### src/common/rcr_pkg.sv
// shared constants and types for the reset cause recorder
package rcr_pkg;

    localparam int unsigned ADDR_W = 15;

    // program counter targets
    localparam logic [14:0] RESET_VECTOR = 15'h0000;
    localparam logic [14:0] IRQ_VECTOR   = 15'h0004;
    localparam logic [14:0] PC_STEP      = 15'h0001;

    // status flag reset values after power-on
    localparam logic TIMEOUT_POR   = 1'b1;
    localparam logic POWERDOWN_POR = 1'b1;

    // power control flag values after power-on (brown-out left at zero)
    localparam logic STK_OVER_POR  = 1'b0;
    localparam logic STK_UNDER_POR = 1'b0;
    localparam logic WDT_RST_POR   = 1'b1;
    localparam logic PIN_RST_POR   = 1'b1;
    localparam logic INSTR_RST_POR = 1'b1;
    localparam logic POWERON_POR   = 1'b0;
    localparam logic BROWNOUT_POR  = 1'b0;

    typedef struct packed {
        logic timeout_flag;
        logic powerdown_flag;
    } rcr_status_t;

    typedef struct packed {
        logic stack_over_flag;
        logic stack_under_flag;
        logic watchdog_reset_flag;
        logic pin_reset_flag;
        logic instr_reset_flag;
        logic poweron_flag;
        logic brownout_flag;
    } rcr_power_control_reg_t;

    typedef struct packed {
        logic por;
        logic bor;
        logic wdt_reset;
        logic wdt_wake;
        logic pin_reset;
        logic irq_wake;
        logic reset_instr;
        logic stack_over;
        logic stack_under;
    } rcr_events_t;

    typedef enum logic [1:0] {
        RCR_TGT_NONE,
        RCR_TGT_RESET,
        RCR_TGT_NEXT
    } rcr_target_t;

endpackage

### src/rtl/rcr_pin_sync.sv
// two-stage synchroniser for the external clear pin
`timescale 1ns/1ps
module rcr_pin_sync
(
    input  wire logic sys_clk_i,
    input  wire logic sys_rst_i,
    input  wire logic pin_i,
    output logic      pin_o
);
    typedef struct packed {
        logic meta;
        logic sync;
    } rcr_sync_state_t;

    rcr_sync_state_t state_reg;
    rcr_sync_state_t state_next;

    always_comb
    begin
        state_next.meta = pin_i;
        state_next.sync = state_reg.meta;
    end

    always_ff @(posedge sys_clk_i)
    begin
        // reset to the released level, or the edge detector sees a fall
        if (sys_rst_i)
            state_reg <= '1;
        else
            state_reg <= state_next;
    end

    assign pin_o = state_reg.sync;
endmodule

### src/rtl/rcr_recorder.sv
// reset and wake cause flags with program counter target selection
//
// Notes on behaviour
// [RULE1] every reset updates cause flags, others kept
// [RULE2] power-on loads the documented flag pattern
// [RULE3] clear pin running: clear pin flag, vector zero
// [RULE4] clear pin asleep: also timeout set, powerdown clear
// [RULE5] watchdog sleep wake clears timeout and powerdown
// [RULE6] interrupt wake sets timeout, clears powerdown
// [RULE7] interrupt wake with enable then vectors
// [RULE8] enabled stack overflow resets, sets flag
// [RULE9] enabled stack underflow resets, sets flag
// [RULE10] watchdog or instruction reset clears own flag
// [RULE11] brown-out loads its documented flag pattern
`timescale 1ns/1ps
module rcr_recorder
(
    input  wire logic                sys_clk_i,
    input  wire logic                sys_rst_i,
    input  wire logic                por_pulse_i,
    input  wire logic                bor_pulse_i,
    input  wire logic                wdt_expire_i,
    input  wire logic                external_clear_pin_i,
    input  wire logic                reset_instr_i,
    input  wire logic                stack_over_i,
    input  wire logic                stack_under_i,
    input  wire logic                irq_wake_i,
    input  wire logic                sleeping_i,
    input  wire logic                global_irq_enable_i,
    input  wire logic                stack_fault_reset_enable_i,
    input  wire logic [14:0]         pc_i,
    output rcr_pkg::rcr_status_t     status_o,
    output rcr_pkg::rcr_power_control_reg_t       power_control_reg_o,
    output logic                     core_reset_o,
    output logic                     pc_load_o,
    output logic [14:0]              pc_target_o,
    output logic                     irq_vector_o
);
    // ***************************************************************
    // pin synchroniser and event decode
    // ***************************************************************
    logic pin_level;
    rcr_pkg::rcr_events_t ev;

    rcr_pin_sync rcr_pin_sync_inst
    (
        .sys_clk_i (sys_clk_i),
        .sys_rst_i (sys_rst_i),
        .pin_i     (external_clear_pin_i),
        .pin_o     (pin_level)
    );

    typedef struct packed {
        rcr_pkg::rcr_status_t status;
        rcr_pkg::rcr_power_control_reg_t   power_control_reg;
        logic                 pin_prev;
        logic                 irq_pending;
        logic                 core_reset;
        logic                 pc_load;
        logic [14:0]          pc_target;
        logic                 irq_vector;
    } rcr_state_t;

    rcr_state_t state_reg;
    rcr_state_t state_next;

    // clear pin is active low; its falling edge is the reset event
    always_comb
    begin
        ev.por         = por_pulse_i;
        ev.bor         = bor_pulse_i;
        ev.wdt_reset   = wdt_expire_i & ~sleeping_i;
        ev.wdt_wake    = wdt_expire_i & sleeping_i;
        ev.pin_reset   = state_reg.pin_prev & ~pin_level;
        ev.irq_wake    = irq_wake_i & sleeping_i;
        ev.reset_instr = reset_instr_i;
        // [RULE8] gated stack overflow
        ev.stack_over  = stack_over_i & stack_fault_reset_enable_i;
        // [RULE9] gated stack underflow
        ev.stack_under = stack_under_i & stack_fault_reset_enable_i;
    end

    // ***************************************************************
    // flag update, priority power-on over brown-out over the rest
    // ***************************************************************
    always_comb
    begin
        state_next            = state_reg;
        state_next.pin_prev   = pin_level;
        state_next.core_reset = 1'b0;
        state_next.pc_load    = 1'b0;
        state_next.irq_vector = 1'b0;
        // [RULE7] vector one cycle after the next instruction
        if (state_reg.irq_pending)
        begin
            state_next.irq_pending = 1'b0;
            state_next.pc_load     = 1'b1;
            state_next.irq_vector  = 1'b1;
            state_next.pc_target   = rcr_pkg::IRQ_VECTOR;
        end
        if (ev.por)
        begin
            // [RULE2] power-on pattern
            state_next.status.timeout_flag        = rcr_pkg::TIMEOUT_POR;
            state_next.status.powerdown_flag      = rcr_pkg::POWERDOWN_POR;
            state_next.power_control_reg.stack_over_flag       = rcr_pkg::STK_OVER_POR;
            state_next.power_control_reg.stack_under_flag      = rcr_pkg::STK_UNDER_POR;
            state_next.power_control_reg.watchdog_reset_flag   = rcr_pkg::WDT_RST_POR;
            state_next.power_control_reg.pin_reset_flag        = rcr_pkg::PIN_RST_POR;
            state_next.power_control_reg.instr_reset_flag      = rcr_pkg::INSTR_RST_POR;
            state_next.power_control_reg.poweron_flag          = rcr_pkg::POWERON_POR;
            state_next.power_control_reg.brownout_flag         = rcr_pkg::BROWNOUT_POR;
            state_next.irq_pending                = 1'b0;
        end
        else if (ev.bor)
        begin
            // [RULE11] brown-out pattern
            state_next.status.timeout_flag        = 1'b1;
            state_next.status.powerdown_flag      = 1'b1;
            state_next.power_control_reg.stack_over_flag       = 1'b0;
            state_next.power_control_reg.stack_under_flag      = 1'b0;
            state_next.power_control_reg.pin_reset_flag        = 1'b1;
            state_next.power_control_reg.instr_reset_flag      = 1'b1;
            state_next.power_control_reg.brownout_flag         = 1'b0;
            state_next.irq_pending                = 1'b0;
        end
        else
        begin
            // [RULE1] independent sources, untouched flags kept
            if (ev.wdt_reset)
            begin
                // [RULE10] watchdog reset flags
                state_next.power_control_reg.watchdog_reset_flag = 1'b0;
                state_next.status.timeout_flag      = 1'b0;
            end
            if (ev.pin_reset)
            begin
                // [RULE3] clear pin flag
                state_next.power_control_reg.pin_reset_flag = 1'b0;
                if (sleeping_i)
                begin
                    // [RULE4] sleep variant
                    state_next.status.timeout_flag   = 1'b1;
                    state_next.status.powerdown_flag = 1'b0;
                end
            end
            if (ev.wdt_wake)
            begin
                // [RULE5] watchdog wake
                state_next.status.timeout_flag   = 1'b0;
                state_next.status.powerdown_flag = 1'b0;
            end
            if (ev.irq_wake && !ev.wdt_wake)
            begin
                // [RULE6] interrupt wake
                state_next.status.timeout_flag   = 1'b1;
                state_next.status.powerdown_flag = 1'b0;
            end
            if (ev.reset_instr)
            begin
                // [RULE10] instruction reset flag
                state_next.power_control_reg.instr_reset_flag = 1'b0;
            end
            if (ev.stack_over)
            begin
                // [RULE8] overflow flag
                state_next.power_control_reg.stack_over_flag = 1'b1;
            end
            if (ev.stack_under)
            begin
                // [RULE9] underflow flag
                state_next.power_control_reg.stack_under_flag = 1'b1;
            end
        end

        // ***********************************************************
        // program counter target; a reset beats a wake
        // ***********************************************************
        if (ev.por || ev.bor || ev.wdt_reset || ev.pin_reset
            || ev.reset_instr || ev.stack_over || ev.stack_under)
        begin
            // [RULE3] restart at zero
            state_next.core_reset  = 1'b1;
            state_next.pc_load     = 1'b1;
            state_next.irq_vector  = 1'b0;
            state_next.irq_pending = 1'b0;
            state_next.pc_target   = rcr_pkg::RESET_VECTOR;
        end
        else if (ev.wdt_wake || ev.irq_wake)
        begin
            // [RULE5] continue after the sleep
            state_next.pc_load    = 1'b1;
            state_next.irq_vector = 1'b0;
            state_next.pc_target  = pc_i + rcr_pkg::PC_STEP;
            // [RULE7] remember vector request
            state_next.irq_pending = ev.irq_wake & ~ev.wdt_wake
                                     & global_irq_enable_i;
        end
    end

    always_ff @(posedge sys_clk_i)
    begin
        if (sys_rst_i)
        begin
            state_reg                            <= '0;
            state_reg.status.timeout_flag        <= rcr_pkg::TIMEOUT_POR;
            state_reg.status.powerdown_flag      <= rcr_pkg::POWERDOWN_POR;
            state_reg.power_control_reg.watchdog_reset_flag   <= rcr_pkg::WDT_RST_POR;
            state_reg.power_control_reg.pin_reset_flag        <= rcr_pkg::PIN_RST_POR;
            state_reg.power_control_reg.instr_reset_flag      <= rcr_pkg::INSTR_RST_POR;
            state_reg.pin_prev                   <= 1'b1;
        end
        else
            state_reg <= state_next;
    end

    assign status_o            = state_reg.status;
    assign power_control_reg_o = state_reg.power_control_reg;
    assign core_reset_o        = state_reg.core_reset;
    assign pc_load_o           = state_reg.pc_load;
    assign pc_target_o         = state_reg.pc_target;
    assign irq_vector_o        = state_reg.irq_vector;
endmodule

### config.mk
export PLATFORM = sky130hd
export DESIGN_NAME = rcr_recorder
export DESIGN_NICKNAME = d
export VERILOG_FILES = /design/src/common/rcr_pkg.sv /design/src/rtl/rcr_pin_sync.sv /design/src/rtl/rcr_recorder.sv
export SDC_FILE = /design/constraint.sdc
export NUM_CORES = 1
export LEC_CHECK = 0
export ABC_AREA = 1
export BUFFER_PORTS_ARGS = -buffer_cell sky130_fd_sc_hd__buf_2
export CAP_MARGIN = 15
export CORE_ASPECT_RATIO = 0.7
export CORE_MARGIN = 2
export CORE_UTILIZATION = 25
export DETAILED_ROUTE_END_ITERATION = 16
export GPL_TIMING_DRIVEN = 0
export PLACE_DENSITY = 0.52
export SYNTH_ARGS = -nofsm -noshare
export SYNTH_HDL_FRONTEND = slang
export SYNTH_SLANG_ARGS = --single-unit
### constraint.sdc
create_clock -name sys_clk_i -period 1.39 [get_ports sys_clk_i]
set_input_delay 0.2085 -clock sys_clk_i [delete_from_list [all_inputs] [get_ports sys_clk_i]]
set_output_delay 0.2085 -clock sys_clk_i [all_outputs]
set_load 0.03 [all_outputs]
==> summary.txt <==
Post-CTS sizing = 0
DRT iter0 DRCs = 35
Die height = 69.7 um
Die ar. = 0.00681 mm^2
Port Buf Inserts = 52
First-pass GRT wire length = 5.95 mm
Slack of the critical path = 0.159 ns
Layout cell share with drive strength beyond 1 = 38.3%
Sequential share of the synthesized area = 37.7%
CTS root buf = clkbuf_8
Post-DR vias/cell = 4.07
Row count = 23
Final setup violation count = 0
Maximum root-to-sink buffer count = 2
Initial antenna violation count = 0
GRT Util Overall = 11.0%
TritonCTS Sinks = 29
Clock tree from TritonCTS = yes
CP startpoint kind = flip-flop
Unique masters post-synth = 29
Fin. max-slew vios = 0
Largest register FFs = 15
Yosys reg bits = 29
Worst VDD drop = 0.272 mV
Skew final = 0.00461 ns
Vias = 1422
Post-DRT Antenna Nets = 0
Setup crit end kind = flip-flop
Crit path required time = 1.62 ns
Layout Nets = 302
First drt pass iteration count = 4
Synthesis-to-finish area growth = 30.6%
GP Congestion = 0.750
H-tree depth = 2
Endpoints failing hold = 0
Initial core utilization = 26.4%
Crit Path Category = flip-flop to flip-flop
Io pins = 55
Max Fclk = 812 MHz
GR Overflow Total = 0
Avg Inst Size Synth = 7.33 um^2
Chip width = 97.8 um
Vias in the first global route = 1197
Crit-path max FO = 10
Routed len/inst = 10.7 um
Core ar. = 0.00584 mm^2
Part of the cycle the worst path needs = 88.6%
CP arrival = 1.46 ns
RSZ-0062 raised after global routing = no
Clock latency on the worst-skew pair = 0.29 ns
Ys Warns = 0
Total CTS buffers = 5
ANT cells = 0
Final wirelength = 3.75 mm
Post-layout min period = 1.23 ns
Pre-CTS worst setup slack = -0.0189 ns
Status = completed
Largest net degree at the start of global routing = 12
Max-Cap Viols = 0
Post-DP HPWL = 2.87 mm
Power Density = 906 mW/mm^2
Post-synthesis cell count = 210
Final hold slack = 0.119 ns
LEAKAGE = 0.000997 uW
DRC viols = 0
Type of the tightest min-delay check = input pin to flip-flop
Post-CTS Hold Fix Bufs = 0
Final core occ = 34.4%
Post-synth design cell area = 0.00154 mm^2
Clock-pin slew on the worst setup and hold paths = 0.07 ns
[logic make-up (layout without fill, tap and decap cells)]
logic type	count (synthesis)	count (layout)	share of synthesized area [%]
compound gates	29	29	12.2
xor+xnor	2	2	1.14
fa+ha+maj	1	1	0.812
buf+inv	48	111	18.6
flops	29	29	37.7
other cells	1	2	0.243
simple gates	100	100	29.3
[per-stage QoR]
stage	instance area (um^2)	total power, uW	instances	setup TNS (ns)
4_1_cts	1990	1850	346	0
2_1_floorplan	1540	1020	211	0
5_1_grt	2010	1920	349	0
3_3_place_gp	1900	1120	338	0
3_5_place_dp	1900	1120	338	-0.0189
6_report	2010	1820	349	0
[area by class of cell]
| cell class | count | area (um^2) |
|---|---|---|
| tap | 75 | 93.8 |
| sequential | 29 | 581 |
| multi-input combinational | 134 | 677 |
| clock inverter | 3 | 22.5 |
| buffer | 27 | 208 |
| clock buffer | 5 | 68.8 |
| inverter | 21 | 78.8 |
| fill | 653 | 3830 |
| timing repair buffer | 55 | 283 |
[routing by layer]
layer / up-vias / GRT usage (%) / part of all wire [%]
li1: 773 / - / -
met1: 608 / 16.8 / 55
met2: 36 / 13.3 / 37
met3: 5 / 4.03 / 7.0
met4: 0 / 4.63 / 1.3
met5: - / 0 / 0
[cell usage in the layout, fill, tap and decap left out]
cell type / Yosys / layout
a21oi_1: 13 / 13
a21oi_2: 5 / 5
a22oi_1: 2 / 2
a31o_2: 1 / 1
buf_2: 1 / 53
buf_4: 24 / 27
buf_6: 2 / 2
clkbuf_8: 0 / 5
clkinvlp_4: 0 / 3
conb_1: 1 / 2
dfxtp_1: 29 / 29
ha_1: 1 / 1
inv_1: 20 / 20
inv_2: 1 / 1
nand2_1: 49 / 49
nand3_1: 17 / 17
nand3b_1: 1 / 1
nand4_1: 2 / 2
nand4_4: 1 / 1
nor2_1: 21 / 21
nor2_2: 2 / 2
nor2_4: 1 / 1
nor3_1: 2 / 2
nor3_2: 1 / 1
nor4_1: 1 / 1
o211ai_1: 1 / 1
o21ai_0: 5 / 5
o21ai_4: 1 / 1
o22ai_1: 1 / 1
or2_2: 2 / 2
xor2_1: 2 / 2
[worst paths after layout]
| check | from | to | slack (ns) | depth (start not counted) |
|---|---|---|---|---|
| min | reset_instr_i | power_control_reg_o[2]$_SDFFE_PP1P_ | 0.12 | 2 |
| min reg2reg | rcr_pin_sync_inst.state_next[0]$_SDFF_PP1_ | rcr_pin_sync_inst.pin_o$_SDFF_PP1_ | 0.41 | 1 |
| max reg2reg | rcr_pin_sync_inst.pin_o$_SDFF_PP1_ | pc_target_o[14]$_SDFFE_PP0P_ | 0.16 | 7 |
| max | rcr_pin_sync_inst.pin_o$_SDFF_PP1_ | pc_target_o[14]$_SDFFE_PP0P_ | 0.16 | 7 |
[critical path: stages (launching register included)]
cell     delay, ns
dfxtp_1       0.32
inv_1         0.05
nand2_1       0.09
nand2_1       0.09
nor3_2        0.18
nand4_4       0.16
buf_6         0.19
a21oi_2       0.10
[Yosys cell counts]
| master | count | area, um^2 |
|---|---|---|
| a21oi_1 | 13 | 65.1 |
| a21oi_2 | 5 | 43.8 |
| a22oi_1 | 2 | 15.0 |
| a31o_2 | 1 | 8.76 |
| buf_2 | 1 | 5.00 |
| buf_4 | 24 | 180 |
| buf_6 | 2 | 22.5 |
| conb_1 | 1 | 3.75 |
| dfxtp_1 | 29 | 581 |
| ha_1 | 1 | 12.5 |
| inv_1 | 20 | 75.1 |
| inv_2 | 1 | 3.75 |
| nand2_1 | 49 | 184 |
| nand3_1 | 17 | 85.1 |
| nand3b_1 | 1 | 7.51 |
| nand4_1 | 2 | 12.5 |
| nand4_4 | 1 | 21.3 |
| nor2_1 | 21 | 78.8 |
| nor2_2 | 2 | 12.5 |
| nor2_4 | 1 | 11.3 |
| nor3_1 | 2 | 10.0 |
| nor3_2 | 1 | 10.0 |
| nor4_1 | 1 | 6.26 |
| o211ai_1 | 1 | 7.51 |
| o21ai_0 | 5 | 25.0 |
| o21ai_4 | 1 | 16.3 |
| o22ai_1 | 1 | 6.26 |
| or2_2 | 2 | 12.5 |
| xor2_1 | 2 | 17.5 |
[report_power, final]
group	total (uW)	switching (uW)	leakage, uW	internal, uW
clock	717	366	0.0000364	351
combinational	256	158	0.000725	97.7
sequential	849	4.82	0.000236	844
total	1820	529	0.000997	1290
[repair_timing]
action / 4_1_cts / 5_1_grt
hold endpoints to repair: 0 / 0
setup endpoints to repair: 0 / 4
buffers inserted: 0 / 3
(Power assumes the default switching activity.)
